<file path="src/hw/uad_pkg.sv">
/*
  Shared constants for the automatic-transfer support logic and the
  control endpoint of the USB function node.
  Assumes a single CPU clock domain and a byte-wide register port.
*/
package uad_pkg;

  // Register port width and register indices
  localparam int UAD_ADDR_W = 3;
  localparam logic [2:0] UAD_IDX_EVENT_MASK = 3'h0;
  localparam logic [2:0] UAD_IDX_CHAN_COPY = 3'h1;
  localparam logic [2:0] UAD_IDX_BUDGET = 3'h2;
  localparam logic [2:0] UAD_IDX_RETRY = 3'h3;
  localparam logic [2:0] UAD_IDX_EP0_CFG = 3'h4;
  localparam logic [2:0] UAD_IDX_EP0_TXS = 3'h5;

  // Reset values
  localparam logic [7:0] UAD_RST_EVENT_MASK = 8'h00;
  localparam logic [7:0] UAD_RST_CHAN_COPY = 8'h1F;
  localparam logic [7:0] UAD_RST_BUDGET = 8'h00;
  localparam logic [7:0] UAD_RST_RETRY = 8'h00;
  localparam logic [7:0] UAD_RST_EP0_CFG = 8'h00;
  localparam logic [3:0] UAD_RST_FREE_COUNT = 4'h8;

  // Event bit positions (bits 0 to 3 of the transfer event register)
  localparam int UAD_EV_HALT = 0;
  localparam int UAD_EV_FAULT = 1;
  localparam int UAD_EV_COUNT = 2;
  localparam int UAD_EV_SHORT = 3;
  localparam int UAD_EV_N = 4;

  // Retry control register fields
  localparam int UAD_RETRY_AER_BIT = 7;
  localparam int UAD_RETRY_CNT_W = 7;

  // Control endpoint config fields
  localparam int UAD_CFG_STALL_BIT = 7;
  localparam int UAD_CFG_DEFADDR_BIT = 6;
  localparam logic [3:0] UAD_EP0_NUMBER = 4'h0;

  // Control endpoint transmit status fields
  localparam int UAD_TXS_ACK_BIT = 6;
  localparam int UAD_TXS_DONE_BIT = 5;
  localparam logic [3:0] UAD_EP0_FIFO_BYTES = 4'h8;

  // Transfer endpoint select: codes 0..5 map to endpoints 1..6
  localparam logic [2:0] UAD_SEL_LAST = 3'h5;
  localparam int UAD_N_EP = 6;

endpackage

</file>
<file path="src/hw/uad_core.sv">
/*
  Automatic-transfer support and control endpoint logic of a USB node:
  event mask, channel status copy, packet budget, retry handling,
  control endpoint config and transmit status.
  Assumes the serial engine, FIFOs and transfer event register live
  outside and exchange one-cycle pulses on ref_clk.
*/
// Summary of operation
// - Masked events raise the summary flag
// - Status copy shows selected endpoint, resets 1Fh
// - Budget counts down, flags when exhausted
// - Budget steps only after full successful packet
// - Budget write beats simultaneous decrement
// - Retry counter decrements per error with recovery
// - Success or stop restores retry preset
// - Error at zero raises transfer fault
// - Retry writes only when idle; reads mode-dependent
// - Unacked transmit packet reloaded and rescheduled
// - Corrupt received packet flushed for retry
// - Isochronous bad packet dropped, FIFO reset
// - Endpoint number field always reads zero
// - Default address answered until IN sent
// - Address switch right after status stage
// - Stall IN and OUT tokens, never SETUP
// - Sent stall sets receive-last and transmit-done
// - Transmit status resets 08h, free count max 8
// - Ack and done flags clear on status read
// - Endpoint select codes 0..5, 6..7 reserved
`timescale 1ns/1ps
module uad_core
  import uad_pkg::*;
#(
  parameter int BUDGET_W = 8
)
(
  input wire logic ref_clk,
  input wire logic rst,
  input wire logic ce,
  input wire logic [UAD_ADDR_W-1:0] reg_addr,
  input wire logic reg_wr,
  input wire logic reg_rd,
  input wire logic [7:0] reg_wdata,
  output logic [7:0] reg_rdata,
  input wire logic auto_active,
  input wire logic [2:0] ep_select,
  input wire logic dir_rx,
  input wire logic iso_mode,
  input wire logic [UAD_N_EP*8-1:0] ep_status,
  input wire logic halt_event,
  input wire logic short_event,
  input wire logic rx_stored_ok,
  input wire logic tx_sent_ok,
  input wire logic bus_err,
  input wire logic txn_ok,
  input wire logic tx_no_ack,
  input wire logic ep0_in_token,
  input wire logic ep0_out_token,
  input wire logic ep0_setup_token,
  input wire logic ep0_tx_fifo_en,
  input wire logic ep0_rx_fifo_en,
  input wire logic ep0_in_sent,
  input wire logic ep0_stall_sent,
  input wire logic ep0_host_ack,
  input wire logic [3:0] ep0_free_bytes,
  output logic summary_set,
  output logic count_exhausted_event,
  output logic transfer_fault_event,
  output logic tx_reload,
  output logic rx_flush,
  output logic iso_discard,
  output logic ep0_stall_reply,
  output logic ep0_rx_last_set,
  output logic use_default_addr
);

  logic [UAD_EV_N-1:0] mask_reg;
  logic [UAD_EV_N-1:0] mask_next;
  logic [7:0] copy_reg;
  logic [7:0] copy_next;
  logic stall_reg;
  logic stall_next;
  logic defaddr_reg;
  logic defaddr_next;
  logic ack_reg;
  logic ack_next;
  logic done_reg;
  logic done_next;
  logic [3:0] free_reg;
  logic [3:0] free_next;
  logic [7:0] rdata_reg;
  logic [7:0] rdata_next;
  logic [UAD_EV_N-1:0] ev_vec;
  logic [UAD_N_EP-1:0][7:0] status_arr;
  logic [BUDGET_W-1:0] budget_count;
  logic [UAD_RETRY_CNT_W-1:0] retry_preset;
  logic [UAD_RETRY_CNT_W-1:0] retry_count;
  logic aer_reg;
  logic aer_next;
  logic op_done;
  logic exh_pulse;
  logic fault_pulse;
  logic sel_ok;
  logic wr_mask;
  logic wr_budget;
  logic wr_retry;
  logic wr_cfg;
  logic rd_txs;
  logic sum_reg;
  logic sum_next;
  logic [2:0] recov_reg;
  logic [2:0] recov_next;
  logic stall_rep_reg;
  logic stall_rep_next;
  logic rxlast_reg;
  logic rxlast_next;

  // Write and read strobes per register
  assign wr_mask = reg_wr && reg_addr == UAD_IDX_EVENT_MASK;
  assign wr_budget = reg_wr && reg_addr == UAD_IDX_BUDGET;
  assign wr_retry = reg_wr && reg_addr == UAD_IDX_RETRY;
  assign wr_cfg = reg_wr && reg_addr == UAD_IDX_EP0_CFG;
  assign rd_txs = reg_rd && reg_addr == UAD_IDX_EP0_TXS;

  // Unpack per-endpoint status words
  genvar gi;
  generate
    for (gi = 0; gi < UAD_N_EP; gi++)
    begin : g_status
      assign status_arr[gi] = ep_status[gi*8 +: 8];
    end
  endgenerate

  // Reserved select codes leave the copy unchanged
  assign sel_ok = ep_select <= UAD_SEL_LAST;

  // Budget steps only on a fully completed packet in its direction
  assign op_done = auto_active && (dir_rx ? rx_stored_ok : tx_sent_ok);

  uad_packet_budget #(
    .W(BUDGET_W)
  ) u_budget (
    .ref_clk(ref_clk),
    .rst(rst),
    .ce(ce),
    .wr_en(wr_budget),
    .wr_data(reg_wdata[BUDGET_W-1:0]),
    .op_done(op_done),
    .count(budget_count),
    .exhausted(exh_pulse)
  );

  uad_retry_counter #(
    .W(UAD_RETRY_CNT_W)
  ) u_retry (
    .ref_clk(ref_clk),
    .rst(rst),
    .ce(ce),
    .auto_active(auto_active),
    .aer(aer_reg),
    .preset_wr(wr_retry),
    .preset_data(reg_wdata[UAD_RETRY_CNT_W-1:0]),
    .bus_err(bus_err),
    .txn_ok(txn_ok),
    .preset(retry_preset),
    .count(retry_count),
    .fault(fault_pulse)
  );

  // Events presented in transfer event register order
  always_comb
  begin
    ev_vec = '0;
    ev_vec[UAD_EV_HALT] = halt_event;
    ev_vec[UAD_EV_FAULT] = fault_pulse;
    ev_vec[UAD_EV_COUNT] = exh_pulse;
    ev_vec[UAD_EV_SHORT] = short_event;
  end

  // Configuration, status and recovery next-state logic
  always_comb
  begin
    mask_next = mask_reg;
    aer_next = aer_reg;
    copy_next = copy_reg;
    stall_next = stall_reg;
    defaddr_next = defaddr_reg;
    ack_next = ack_reg;
    done_next = done_reg;
    free_next = free_reg;
    if (wr_mask)
    begin
      mask_next = reg_wdata[UAD_EV_N-1:0];
    end
    // Recovery bit shares the retry register's write lock
    if (wr_retry && !auto_active)
    begin
      aer_next = reg_wdata[UAD_RETRY_AER_BIT];
    end
    if (sel_ok)
    begin
      copy_next = status_arr[ep_select];
    end
    if (wr_cfg)
    begin
      stall_next = reg_wdata[UAD_CFG_STALL_BIT];
      defaddr_next = reg_wdata[UAD_CFG_DEFADDR_BIT];
    end
    // Clearing on the IN that ends the status stage swaps address now
    if (ep0_in_sent)
    begin
      defaddr_next = 1'b0;
    end
    // Read clears first, so a same-cycle completion still lands
    if (rd_txs)
    begin
      ack_next = 1'b0;
      done_next = 1'b0;
    end
    if (ep0_in_sent || ep0_stall_sent)
    begin
      done_next = 1'b1;
      ack_next = ep0_in_sent && ep0_host_ack;
    end
    // Clamp guards against a miscounting FIFO
    free_next = (ep0_free_bytes > UAD_EP0_FIFO_BYTES) ?
      UAD_EP0_FIFO_BYTES : ep0_free_bytes;
  end

  // Pulse outputs toward the event register and the link engine
  always_comb
  begin
    sum_next = |(ev_vec & mask_reg);
    recov_next = '0;
    if (auto_active && aer_reg && !iso_mode && !dir_rx && tx_no_ack)
    begin
      recov_next[0] = 1'b1;
    end
    if (auto_active && aer_reg && !iso_mode && dir_rx && bus_err)
    begin
      recov_next[1] = 1'b1;
    end
    if (auto_active && aer_reg && iso_mode && dir_rx && bus_err)
    begin
      recov_next[2] = 1'b1;
    end
    // A SETUP token is never stalled
    stall_rep_next = stall_reg && !ep0_setup_token &&
      ((ep0_in_token && ep0_tx_fifo_en) ||
       (ep0_out_token && ep0_rx_fifo_en));
    rxlast_next = ep0_stall_sent;
  end

  // Read data mux; endpoint number always reads as zero
  always_comb
  begin
    rdata_next = rdata_reg;
    if (reg_rd)
    begin
      unique case (reg_addr)
        UAD_IDX_EVENT_MASK: rdata_next = {4'h0, mask_reg};
        UAD_IDX_CHAN_COPY: rdata_next = copy_reg;
        UAD_IDX_BUDGET: rdata_next = 8'(budget_count);
        UAD_IDX_RETRY: rdata_next = {aer_reg,
          auto_active ? retry_count : retry_preset};
        UAD_IDX_EP0_CFG: rdata_next = {stall_reg, defaddr_reg, 2'h0,
          UAD_EP0_NUMBER};
        UAD_IDX_EP0_TXS: rdata_next = {1'b0, ack_reg, done_reg, 1'b0,
          free_reg};
        default: rdata_next = 8'h00;
      endcase
    end
  end

  // State registers
  always_ff @(posedge ref_clk)
  begin
    if (rst)
    begin
      mask_reg <= UAD_RST_EVENT_MASK[UAD_EV_N-1:0];
      aer_reg <= UAD_RST_RETRY[UAD_RETRY_AER_BIT];
      copy_reg <= UAD_RST_CHAN_COPY;
      stall_reg <= UAD_RST_EP0_CFG[UAD_CFG_STALL_BIT];
      defaddr_reg <= UAD_RST_EP0_CFG[UAD_CFG_DEFADDR_BIT];
      ack_reg <= 1'b0;
      done_reg <= 1'b0;
      free_reg <= UAD_RST_FREE_COUNT;
      rdata_reg <= 8'h00;
      sum_reg <= 1'b0;
      recov_reg <= '0;
      stall_rep_reg <= 1'b0;
      rxlast_reg <= 1'b0;
    end
    else if (ce)
    begin
      mask_reg <= mask_next;
      aer_reg <= aer_next;
      copy_reg <= copy_next;
      stall_reg <= stall_next;
      defaddr_reg <= defaddr_next;
      ack_reg <= ack_next;
      done_reg <= done_next;
      free_reg <= free_next;
      rdata_reg <= rdata_next;
      sum_reg <= sum_next;
      recov_reg <= recov_next;
      stall_rep_reg <= stall_rep_next;
      rxlast_reg <= rxlast_next;
    end
  end

  assign reg_rdata = rdata_reg;
  assign summary_set = sum_reg;
  assign count_exhausted_event = exh_pulse;
  assign transfer_fault_event = fault_pulse;
  assign tx_reload = recov_reg[0];
  assign rx_flush = recov_reg[1];
  assign iso_discard = recov_reg[2];
  assign ep0_stall_reply = stall_rep_reg;
  assign ep0_rx_last_set = rxlast_reg;
  assign use_default_addr = defaddr_reg;

  AST_SUMMARY_MASK: assert property (@(posedge ref_clk) disable iff (rst)
    ce |=> sum_reg == |($past(ev_vec) & $past(mask_reg)))
    else $error("summary flag disagrees with masked events");
  AST_COPY_TRACKS: assert property (@(posedge ref_clk) disable iff (rst)
    ce && sel_ok |=> copy_reg == $past(status_arr[ep_select]))
    else $error("status copy not following select");
  AST_EP_ZERO: assert property (@(posedge ref_clk) disable iff (rst)
    ce && reg_rd && reg_addr == UAD_IDX_EP0_CFG |=> rdata_reg[3:0] == 4'h0)
    else $error("endpoint number field not zero");
  AST_DEFADDR_CLR: assert property (@(posedge ref_clk) disable iff (rst)
    ce && ep0_in_sent |=> !defaddr_reg)
    else $error("default address kept after IN");
  AST_SETUP_NOSTALL: assert property (@(posedge ref_clk) disable iff (rst)
    ce && ep0_setup_token |=> !stall_rep_reg)
    else $error("SETUP token stalled");
  AST_STALL_FLAGS: assert property (@(posedge ref_clk) disable iff (rst)
    ce && ep0_stall_sent |=> done_reg && rxlast_reg)
    else $error("stall did not set completion flags");
  AST_FREE_MAX: assert property (@(posedge ref_clk) disable iff (rst)
    free_reg <= UAD_EP0_FIFO_BYTES)
    else $error("free byte count above FIFO size");
  AST_TXS_RDCLR: assert property (@(posedge ref_clk) disable iff (rst)
    ce && rd_txs && !ep0_in_sent && !ep0_stall_sent |=> !done_reg && !ack_reg)
    else $error("transmit flags survived status read");

  COV_BUDGET_EXH: cover property (@(posedge ref_clk) disable iff (rst)
    exh_pulse);
  COV_RETRY_FAULT: cover property (@(posedge ref_clk) disable iff (rst)
    fault_pulse && summary_set == 1'b0);
  COV_STALL: cover property (@(posedge ref_clk) disable iff (rst)
    stall_rep_reg);
  COV_ADDR_SWAP: cover property (@(posedge ref_clk) disable iff (rst)
    defaddr_reg ##1 !defaddr_reg);

endmodule

</file>
<file path="src/hw/uad_packet_budget.sv">
/*
  Packet budget counter for automatic transfers.
  Assumes the caller pulses op_done only for fully successful operations.
*/
`timescale 1ns/1ps
module uad_packet_budget
  import uad_pkg::*;
#(
  parameter int W = 8
)
(
  input wire logic ref_clk,
  input wire logic rst,
  input wire logic ce,
  input wire logic wr_en,
  input wire logic [W-1:0] wr_data,
  input wire logic op_done,
  output logic [W-1:0] count,
  output logic exhausted
);

  logic [W-1:0] count_reg;
  logic [W-1:0] count_next;
  logic exh_reg;
  logic exh_next;

  // Software write beats the decrement; zero holds and flags instead
  always_comb
  begin
    count_next = count_reg;
    exh_next = 1'b0;
    if (wr_en)
    begin
      count_next = wr_data;
    end
    else if (op_done)
    begin
      if (count_reg != '0)
      begin
        count_next = count_reg - 1'b1;
      end
      else
      begin
        exh_next = 1'b1;
      end
    end
  end

  // State registers
  always_ff @(posedge ref_clk)
  begin
    if (rst)
    begin
      count_reg <= W'(UAD_RST_BUDGET);
      exh_reg <= 1'b0;
    end
    else if (ce)
    begin
      count_reg <= count_next;
      exh_reg <= exh_next;
    end
  end

  assign count = count_reg;
  assign exhausted = exh_reg;

  AST_BUDGET_NO_UNDERFLOW: assert property (@(posedge ref_clk) disable iff (rst)
    ce && !wr_en && op_done && count_reg == '0 |=> count_reg == '0 && exh_reg)
    else $error("budget wrapped or missed exhausted flag");
  AST_BUDGET_WRITE_WINS: assert property (@(posedge ref_clk) disable iff (rst)
    ce && wr_en |=> count_reg == $past(wr_data))
    else $error("budget write lost to decrement");
  AST_BUDGET_DEC: assert property (@(posedge ref_clk) disable iff (rst)
    ce && !wr_en && op_done && count_reg != '0
    |=> count_reg == $past(count_reg) - 1'b1 && !exh_reg)
    else $error("budget did not step down by one");

endmodule

</file>
<file path="src/hw/uad_retry_counter.sv">
/*
  Consecutive-error retry counter with software preset.
  Assumes bus_err and txn_ok are one-cycle pulses from the link logic.
*/
`timescale 1ns/1ps
module uad_retry_counter
  import uad_pkg::*;
#(
  parameter int W = UAD_RETRY_CNT_W
)
(
  input wire logic ref_clk,
  input wire logic rst,
  input wire logic ce,
  input wire logic auto_active,
  input wire logic aer,
  input wire logic preset_wr,
  input wire logic [W-1:0] preset_data,
  input wire logic bus_err,
  input wire logic txn_ok,
  output logic [W-1:0] preset,
  output logic [W-1:0] count,
  output logic fault
);

  logic [W-1:0] preset_reg;
  logic [W-1:0] preset_next;
  logic [W-1:0] cnt_reg;
  logic [W-1:0] cnt_next;
  logic fault_reg;
  logic fault_next;

  // Counter tracks the preset whenever auto mode is idle
  always_comb
  begin
    preset_next = preset_reg;
    cnt_next = cnt_reg;
    fault_next = 1'b0;
    if (preset_wr && !auto_active)
    begin
      preset_next = preset_data;
    end
    // Take the incoming preset too, so a start right after a write
    // counts down from the new value rather than a stale one
    if (!auto_active || txn_ok)
    begin
      cnt_next = preset_next;
    end
    else if (bus_err && aer)
    begin
      if (cnt_reg != '0)
      begin
        cnt_next = cnt_reg - 1'b1;
      end
      else
      begin
        fault_next = 1'b1;
      end
    end
  end

  // State registers
  always_ff @(posedge ref_clk)
  begin
    if (rst)
    begin
      preset_reg <= W'(UAD_RST_RETRY);
      cnt_reg <= W'(UAD_RST_RETRY);
      fault_reg <= 1'b0;
    end
    else if (ce)
    begin
      preset_reg <= preset_next;
      cnt_reg <= cnt_next;
      fault_reg <= fault_next;
    end
  end

  assign preset = preset_reg;
  assign count = cnt_reg;
  assign fault = fault_reg;

  AST_RETRY_DEC: assert property (@(posedge ref_clk) disable iff (rst)
    ce && auto_active && aer && bus_err && !txn_ok && cnt_reg != '0
    |=> cnt_reg == $past(cnt_reg) - 1'b1)
    else $error("retry counter did not decrement");
  AST_RETRY_NO_AER: assert property (@(posedge ref_clk) disable iff (rst)
    ce && auto_active && !aer && !txn_ok |=> $stable(cnt_reg))
    else $error("retry counter moved without recovery");
  AST_RETRY_RELOAD: assert property (@(posedge ref_clk) disable iff (rst)
    ce && (txn_ok || !auto_active) |=> cnt_reg == preset_reg)
    else $error("retry counter not restored to preset");
  AST_RETRY_FAULT: assert property (@(posedge ref_clk) disable iff (rst)
    ce && auto_active && aer && bus_err && !txn_ok && cnt_reg == '0
    |=> fault_reg && cnt_reg == '0)
    else $error("retry fault missing or counter wrapped");
  AST_RETRY_WR_LOCK: assert property (@(posedge ref_clk) disable iff (rst)
    ce && auto_active |=> $stable(preset_reg))
    else $error("preset changed while auto mode active");

endmodule
</file>
<file path="config.mk">
export PLATFORM = sky130hd
export DESIGN_NAME = uad_core
export DESIGN_NICKNAME = d
export VERILOG_FILES = /design/src/hw/uad_pkg.sv /design/src/hw/uad_core.sv /design/src/hw/uad_packet_budget.sv /design/src/hw/uad_retry_counter.sv
export SDC_FILE = /design/constraint.sdc
export NUM_CORES = 1
export LEC_CHECK = 0
export ABC_AREA = 1
export BUFFER_PORTS_ARGS = -buffer_cell sky130_fd_sc_hd__buf_2
export CAP_MARGIN = 20
export CORE_MARGIN = 5
export CORE_UTILIZATION = 50
export CTS_CLUSTER_SIZE = 16
export DETAILED_ROUTE_END_ITERATION = 8
export GPL_TIMING_DRIVEN = 0
export PLACE_DENSITY_LB_ADDON = 0.05
export SLEW_MARGIN = 15
export SYNTH_ARGS = -nofsm -noshare
export SYNTH_HDL_FRONTEND = slang
export SYNTH_SLANG_ARGS = --single-unit
</file>
<file path="constraint.sdc">
create_clock -name ref_clk -period 2.27 [get_ports ref_clk]
set_clock_uncertainty 0.15 [all_clocks]
set_input_delay 0.454 -clock ref_clk [delete_from_list [all_inputs] [get_ports ref_clk]]
set_output_delay 0.454 -clock ref_clk [all_outputs]
set_load 0.01 [all_outputs]
</file>
# == Word level (Yosys, flattened, before mapping) ==
# Index checks and enable logic that the tools add are counted.
# totals
inputBits,89
wordCells,104
reg_bits,59
output_inout_bits,17
# classes
reduce_logical,48
mux,27
n_bitwise,1
eq_ne,5
magnitude_cmp,3
addsub,2
# ops
cell,count
case mux 8 bit (6 select lines),1
2-to-1 mux 7 bit,5
2-to-1 mux 8 bit,4
binary-select mux 8 bit (select 3 bit),1
logical AND 1 bit,22
2-to-1 mux 1 bit,15
AND reduction 2 bit,7
nonzero test 2 bit,6
nonzero test 8 bit,1
subtractor 8 x 1 -> 8 bit (second input constant),1
nonzero test 7 bit,1
subtractor 7 x 1 -> 7 bit (second input constant),1
== test 3 x 2 -> 1 bit (second input constant),2
== test 3 bit (second input constant),2
AND reduction 3 bit,2
bitwise AND 4 bit,1
greater-than comparator 4 bit (second input constant),1
zero test 1 bit,4
< comparator 3 x 4 -> 1 bit (second input constant),1
2-to-1 mux 4 bit,1
OR reduction 4 bit,1
== test 3 x 1 -> 1 bit (second input constant),1
less-or-equal comparator 3 bit (second input constant),1
zero test 3 bit,1
logical OR 1 bit,3

# == Longest topological paths before layout ==
# Gate-level depths: netlist of the first run.
# depth
ltp_word,5
ltp_mapped,11
ltp_nobuf,11

# == By module ==
# A second synthesis of the first run with hierarchy kept.
# unflattened
hier_cells,622
hier_area_um2,3807.4
# modules_own_cells
mod,area_per_inst_um2,instances,cells_per_inst,seq_area_each_um2
uad_core,2212.1,1,362,700.7
uad_retry_counter,978.4,1,156,300.3
uad_packet_budget,616.8,1,104,180.2

# == Least setup slack after synthesis of the first run ==
# Ideal clock, no wire load.
# synth_path
path_kind,input port to flip-flop
startpoint,input auto_active
endpoint,register aer_reg
setup_time_ns,0.119
n_path_buf,2
t_required_ns,2.001
setup_slack_ns,0.656
arrival_ns,1.345
cell_stages,6
cell_sequence,buf_2 nor2_2 nand3_2 buf_2 o21ai_1 a21oi_1
# synth_via
elab_chain_cells,3
# synth_lines
item,line_no,rtl
"start, declared",uad_core.sv:44,"input wire logic auto_active,"
zero test 1 bit,uad_core.sv:195,if (wr_retry && !auto_active)
logical AND 1 bit,uad_core.sv:195,
AND reduction 2 bit (no source line),-,
"end signal, assigned",uad_core.sv:280,aer_reg <= UAD_RST_RETRY[UAD_RETRY_AER_BIT];
"end signal, assigned",uad_core.sv:296,aer_reg <= aer_next;
"end, declared",uad_core.sv:97,logic aer_reg;
# No other way between the ends.
# A chain may end at the register's enable or synchronous reset.

# == Worst setup path in the final report of the first run ==
# layout_path
startpoint,"register u_retry.cnt_reg[0], in the netlist u_retry.count[0]"
endpoint,"register u_retry.cnt_reg[6], in the netlist u_retry.count[6]"
# layout_via
elab_chain_cells,4
elab_cells_between_ends,7
cone_classes,1 x add/sub; 3 x mux; 3 x reduce/logical
# layout_lines
item,line_no,rtl
"start, declared",uad_retry_counter.sv:28,logic [W-1:0] cnt_reg;
"start signal, assigned",uad_retry_counter.sv:68,cnt_reg <= W'(UAD_RST_RETRY);
"start signal, assigned",uad_retry_counter.sv:74,cnt_reg <= cnt_next;
subtractor 7 x 1 -> 7 bit,uad_retry_counter.sv:53,cnt_next = cnt_reg - 1'b1;
2-to-1 mux 7 bit,uad_retry_counter.sv:51,if (cnt_reg != '0)
2-to-1 mux 7 bit,uad_retry_counter.sv:49,else if (bus_err && aer)
2-to-1 mux 7 bit,uad_retry_counter.sv:45,if (!auto_active || txn_ok)
# Parallel ways exist; a longest one is shown, timed or not. The select of a mux whose other input is x is not followed.

==> results.yml, run 1 <==
worst_setup_path:
  crit_family: "simple AND/OR/NAND/NOR gates"
  cp_slowest_stage_delay_ns: 0.35
  cp.arrival_ns: 1.88
  rr_worst_depth: 11
  end_kind: "flop"
  rrSetupSlack_ns: 0.49
  worstReg2RegStart: "u_retry.count[0]"
  required_ns: 2.36
  worst-path-buf-inv: 3
  slowest_stage: "dfxtp_1"
  r2r-end: "u_retry.count[6]"
  path_class: "flop to flop"
  cp-endpoint: "u_retry.count[6]"
  cp.depth: 11
  cp_max_fo: 8
  path_cells: "inv_1, ha_1, inv_1, nor2_1, nand3_1, nand2_1, nand2_1, nand2_2, inv_2, o21ai_0, nor2_1"
  setup.worst_path.start: "u_retry.count[0]"
  cp-start-kind: "flop"
placed_design:
  dpl.hpwl_um: 9102
  io_buffers: 101
  routabilityCongestion: 0.9898
yosys:
  avgSynthCellArea_um2: 6.260
  synth_warnings: 0
  synth_edf_count: 0
  yosysSeqAreaShare: 0.3281
  syn-num-nets: 668
  ys.flop_type: "dfxtp_1"
  synth.distinct_cells: 37
  async_reset_ff_frac: 0
  synth_cells: 575
  synth_area_um2: 3600
  ys_ff_latch: 59
routing:
  ant_nets: 0
  first_pass_iters: 5
  drt-initial-drc-count: 241
  num_vias: 4256
  viasPerCell: 5.381
  routed_wl_um: 11720
  drc_errors: 0
  routedWlPerCell_um: 14.81
cts:
  cts_sinks: 59
  path_clk_slew_ns: 0.08
  cts-buffers-inserted: 9
  clock_latency_ns: 0.35
  hold_buffers: 0
  cts_max_path_buffers: 2
  cts_tree: "built"
  ctsHtreeMaxLevel: 3
  post_cts_buffers: 0
  root_buffer: "clkbuf_8"
  cts_resized: 0
timing:
  whs_ns: 0.1856
  rsz0062_at_grt: "no"
  final.period_utilization: 0.7855
  hold_viol: 0
  setup_viol: 0
  clock.fmax_mhz: 560.8
  fin_crit_ns: 1.783
  maxSlewViolCount: 0
  worst_pin_slew_ns: 0.6880
  setup_tns_ns: 0
  relSlewSlack: 0.5413
grt:
  grt_max_degree: 14
  grt_pass1_wl_um: 18310
  grt_usage: 0.2641
  antenna_found_initial: 0
  gr-total-overflow: 0
  grt_pass1_vias: 3828
floorplan:
  placementRows: 31
  start_util: 0.5044
  core_area_um2: 7137
  fp.dieW_um: 94.85
  die_area_um2: 8997
  ios: 106
  die_h_um: 94.85
layout:
  final_layout_size_suffix_gt1_frac: 0.2153
  fin_nets: 780
  fin_util: 0.6217
  final_cell_mix: "139 x nand2_1, 107 x buf_2, 74 x o21ai_0"
  syn_to_final_growth_pct: 23.25
  antenna_cells: 0
  final_common_cell: "nand2_1"
pwr:
  power_density_nw_per_um2: 651.2
  ir_drop_mv: 0.3976
  leakage_nw: 2.092
outcome:
  status: "finished, final reports clean"
hold_path:
  holdCritPathClass: "input port to flop"
run:
  max-cap-violations: 0
logic make-up after synthesis:
group / count (synthesis) / synth area share
buffers and inverters: 86 / 0.09524
AND/OR/NAND/NOR: 266 / 0.3229
flip-flops: 59 / 0.3281
XOR/XNOR: 1 / 0.002434
adder cells (fa/ha/maj): 4 / 0.01390
AO/OA/AOI/OAI: 159 / 0.2374
power breakdown:
group	internal, mW	leakage (nW)	switching [mW]
combinational	0.259	1.51	0.441
sequential	1.10	0.482	0.0433
clock	0.528	0.103	0.521
total	1.88	2.09	1.01
synth_stat cells (3+ instances only):
library cell,n,area (um^2)
nor2_2,3,18.77
o21ai_0,74,370.4
inv_1,58,217.7
nand3_1,35,175.2
a211oi_1,3,22.52
or2_2,4,25.02
clkbuf_1,14,52.55
o21ai_1,11,55.05
a31oi_1,9,56.30
nand2_1,139,521.8
buf_2,6,30.03
nor3_1,4,20.02
a21oi_1,45,225.2
nand4_1,3,18.77
nor2_1,64,240.2
inv_2,4,15.01
dfxtp_1,59,1181
nor2_4,3,33.78
nand2_2,4,25.02
ha_1,4,50.05
o211ai_1,5,37.54
o22ai_1,4,25.02
o21a_1,6,45.04
worst register-to-register path: cells and delay by family (launching register included):
family / cells / cell delay (ns)
AOI/OAI and AO/OA: 1 / 0.16
and+or+nand+nor: 6 / 0.58
DFF: 1 / 0.35
buffers and inverters: 3 / 0.29
adders and majority gates: 1 / 0.17
worst min path at each step:
stage,startpoint,to,cells after the start
finish,ep0_free_bytes[3],free_reg[3],3
global route,ep0_free_bytes[2],free_reg[2],3
CTS,ep0_free_bytes[3],free_reg[3],3
detailed placement,free_reg[2],free_reg[2],2
global placement,ep0_rx_last_set,ep0_rx_last_set,2
floorplan,free_reg[3],free_reg[3],2
metrics by stage:
step	area, um^2	instances	worst slack [ns]	power (mW)
final	4437	791	0.4869	2.889
after global routing	4437	791	0.2897	3.041
after CTS	4437	791	0.4956	2.881
after detailed placement	4229	775	0.3174	1.854
after global placement	4229	775	0.2918	1.840
after floorplan	3600	575	0.6555	1.629
per-layer routing:
metal,GRT usage,up-vias,wire [um]
met4,0.08173,0,208
met3,0.05100,21,905
met2,0.4404,178,5708
met5,0,-,0
met1,0.3434,1930,4896
li1,-,2127,-
layout make-up:
class                   count  area (um^2)
repair buffers            101        505.5
clock buffers               9        123.9
well taps                  99        123.9
multi-input cells         430         2076
fillers                   733         2700
plain buffers              23        106.4
inverters                  63        236.5
clock inverters             7        83.83
flip-flops and latches     59         1181
Power figures use the tool's default switching activity.
==> run 2, diff against run 1 <==
--- a/config.mk
+++ b/config.mk
@@ -5,11 +5,11 @@
 export SDC_FILE = /design/constraint.sdc
 export NUM_CORES = 1
 export LEC_CHECK = 0
-export ABC_AREA = 1
+export ABC_AREA = 0
 export BUFFER_PORTS_ARGS = -buffer_cell sky130_fd_sc_hd__buf_2
 export CAP_MARGIN = 20
 export CORE_MARGIN = 5
-export CORE_UTILIZATION = 50
+export CORE_UTILIZATION = 47
 export CTS_CLUSTER_SIZE = 16
 export DETAILED_ROUTE_END_ITERATION = 8
 export GPL_TIMING_DRIVEN = 0
==> constraint.sdc (replaced) <==
create_clock -name ref_clk -period 1.6 [get_ports ref_clk]
set_clock_uncertainty 0.15 [all_clocks]
set_input_delay 0.32 -clock ref_clk [delete_from_list [all_inputs] [get_ports ref_clk]]
set_output_delay 0.32 -clock ref_clk [all_outputs]
set_load 0.01 [all_outputs]
==> run 2 against run 1 <==
The flow now finishes with violations (negative setup slack). Die area rose by 4.0%. Global-route usage down 1.5 points. Sequential cell count did not move. Critical path type unchanged. Largest power group unchanged. Highest routed layer unchanged.
==> results.yml, run 2 <==
yosys:
  async_reset_ff_frac: 0
  avgSynthCellArea_um2: 8.284
  synth.distinct_cells: 59
  ys.flop_type: "dfxtp_1"
  synth_area_um2: 3537
  synth_warnings: 0
  synth_edf_count: 0
  netlist_top_cells_count: "59 x dfxtp_1, 55 x nor2_1, 41 x nand2_1"
  synth_top_area_share: 0.3339
  synth_most_common_cell: "dfxtp_1"
  synth_cells: 427
  synth_top_cells_by_area: "dfxtp_1 33%, mux2i_1 9.1%, nor2_1 5.8%, mux4_2 5.1%, a21oi_1 4.5%"
  ys_ff_latch: 59
  synth_top_area_cell: "dfxtp_1"
  syn-num-nets: 520
  yosysSeqAreaShare: 0.3339
worst_setup_path:
  cp.arrival_ns: 1.88
  cp_max_fo: 5
  r2r-end: "u_retry.count[4]"
  slowest_stage: "dfxtp_4"
  path_cells: "nor4_4, and3b_2, a2bb2oi_4, buf_6, a211oi_2, o21a_1"
  rrSetupSlack_ns: -0.18
  crit_family: "simple AND/OR/NAND/NOR gates"
  cp.depth: 6
  worst-path-buf-inv: 1
  cp-start-kind: "flop"
  worstReg2RegStart: "u_retry.count[4]"
  end_kind: "flop"
  required_ns: 1.70
  cp_slowest_stage_delay_ns: 0.36
  rr_worst_depth: 6
  path_class: "flop to flop"
layout:
  fin_nets: 642
  n_fill_cell: 685
  final_cell_mix: "104 x buf_2, 54 x nor2_1, 47 x dfxtp_1"
  final_layout_size_suffix_gt1_frac: 0.3592
  antenna_cells: 0
  syn_to_final_growth_pct: 32.15
  final_common_cell: "buf_2"
routing:
  viasPerCell: 5.721
  drc_errors: 0
  routedWlPerCell_um: 17.88
  num_vias: 3736
  drt-initial-drc-count: 267
  first_pass_iters: 4
  routed_wl_um: 11680
  ant_nets: 0
timing:
  setup_viol: 16
  hold_viol: 0
  setup_tns_ns: -1.735
  rsz0062_at_grt: "yes"
  maxSlewViolCount: 0
  worst_pin_slew_ns: 0.7630
  clock.fmax_mhz: 562.9
  whs_ns: 0.07331
  final.setup.worst_slack_ns: -0.1764
  fin_crit_ns: 1.776
  relSlewSlack: 0.4914
  final.period_utilization: 1.110
cts:
  path_clk_slew_ns: 0.08
  ctsHtreeMaxLevel: 3
  cts_sinks: 59
  cts_tree: "built"
  clock_latency_ns: 0.35
  root_buffer: "clkbuf_8"
  hold_buffers: 0
  cts-buffers-inserted: 9
  cts_max_path_buffers: 2
outcome:
  status: "finished, violations left"
  failed_checks: "negative setup slack"
hold_path:
  min_path_cells: 3
  hp-start: "ep0_free_bytes[1]"
  holdCritPathClass: "input port to flop"
  hold_path_end: "free_reg[1]"
placed_design:
  dp_worst_setup_slack_ns: -0.4120
  io_buffers: 99
  dpl.hpwl_um: 8844
  routabilityCongestion: 0.9265
grt:
  grt_pass1_wl_um: 19110
  grt_pass1_vias: 3760
  antenna_found_initial: 0
  use_met2: 0.4103
  grt_max_degree: 13
  met3_usage: 0.05540
  gr-usage-met1: 0.3231
  grt_usage: 0.2493
  grt-busiest-layer: "met2"
  gr-total-overflow: 0
floorplan:
  die_area_um2: 9361
  ios: 106
  core_area_um2: 7292
  start_util: 0.4851
  fp.dieW_um: 96.75
  placementRows: 31
  die_h_um: 96.75
run:
  max-cap-violations: 0
pwr:
  ir_drop_mv: 0.4885
  totalPowerFinal_mw: 4.122
  leakage_nw: 2.009
  power_density_nw_per_um2: 881.8
run 2: final cells by class:
cell class	instances	area, um^2	share of cell area
repair buffers	111	593.1	0.1269
clock inverters	7	101.3	0.02168
plain buffers	30	195.2	0.04176
clock buffers	9	123.9	0.02650
well taps	99	123.9	0.02650
flip-flops and latches	59	1211	0.2591
inverters	10	41.29	0.008833
multi-input cells	328	2285	0.4888
run 2: kinds of logic after synthesis:
group	share of synthesized area
AND/OR/NAND/NOR	0.2356
AO/OA/AOI/OAI	0.2062
flip-flops	0.3339
multiplexers	0.1510
buffers and inverters	0.05411
adder cells (fa/ha/maj)	0.01415
XOR/XNOR	0.004953
run 2: worst max-delay path by stage:
stage                           from               end  slack (ns)
finish              u_retry.count[4]  u_retry.count[4]       -0.18
global route        u_retry.count[3]  u_retry.count[4]       -0.22
detailed placement               rst  u_retry.count[6]       -0.41
global placement                 rst  u_retry.count[6]       -0.45
floorplan           u_retry.count[4]  u_retry.count[4]       -0.03
CTS                 u_retry.count[4]  u_retry.count[4]       -0.14
run 2: power by group:
group	internal (mW)	switching [mW]
Sequential	1.54	0.0676
Clock	0.886	0.663
Combinational	0.462	0.507
run 2: worst min-delay path: stages:
cell	delay, ns
buf_2	0.08
a22oi_1	0.05
nor2_1	0.08
run 2: timing repair:
action / in CTS / in global routing
resized for setup: 25 / 23
setup buffers: 4 / 6
setup endpoints to repair: 16 / 22
gates cloned: 1 / 1
endpoints found under the hold margin: 0 / 0
pin swaps: 9 / 9
run 2: layer usage:
| metal | wire length (um) | share of wire |
|---|---|---|
| met5 | 0 | 0 |
| met1 | 4931 | 0.42 |
| met4 | 272 | 0.023 |
| met3 | 963 | 0.082 |
| met2 | 5510 | 0.47 |
run 2: metrics by stage:
step,cell area (um^2),instances,utilization
2_1_floorplan,3583,427,-
3_3_place_gp,4203,625,0.5764
3_5_place_dp,4203,625,0.5764
4_1_cts,4549,646,0.6239
6_report,4674,653,0.6410
5_1_grt,4674,653,0.6410
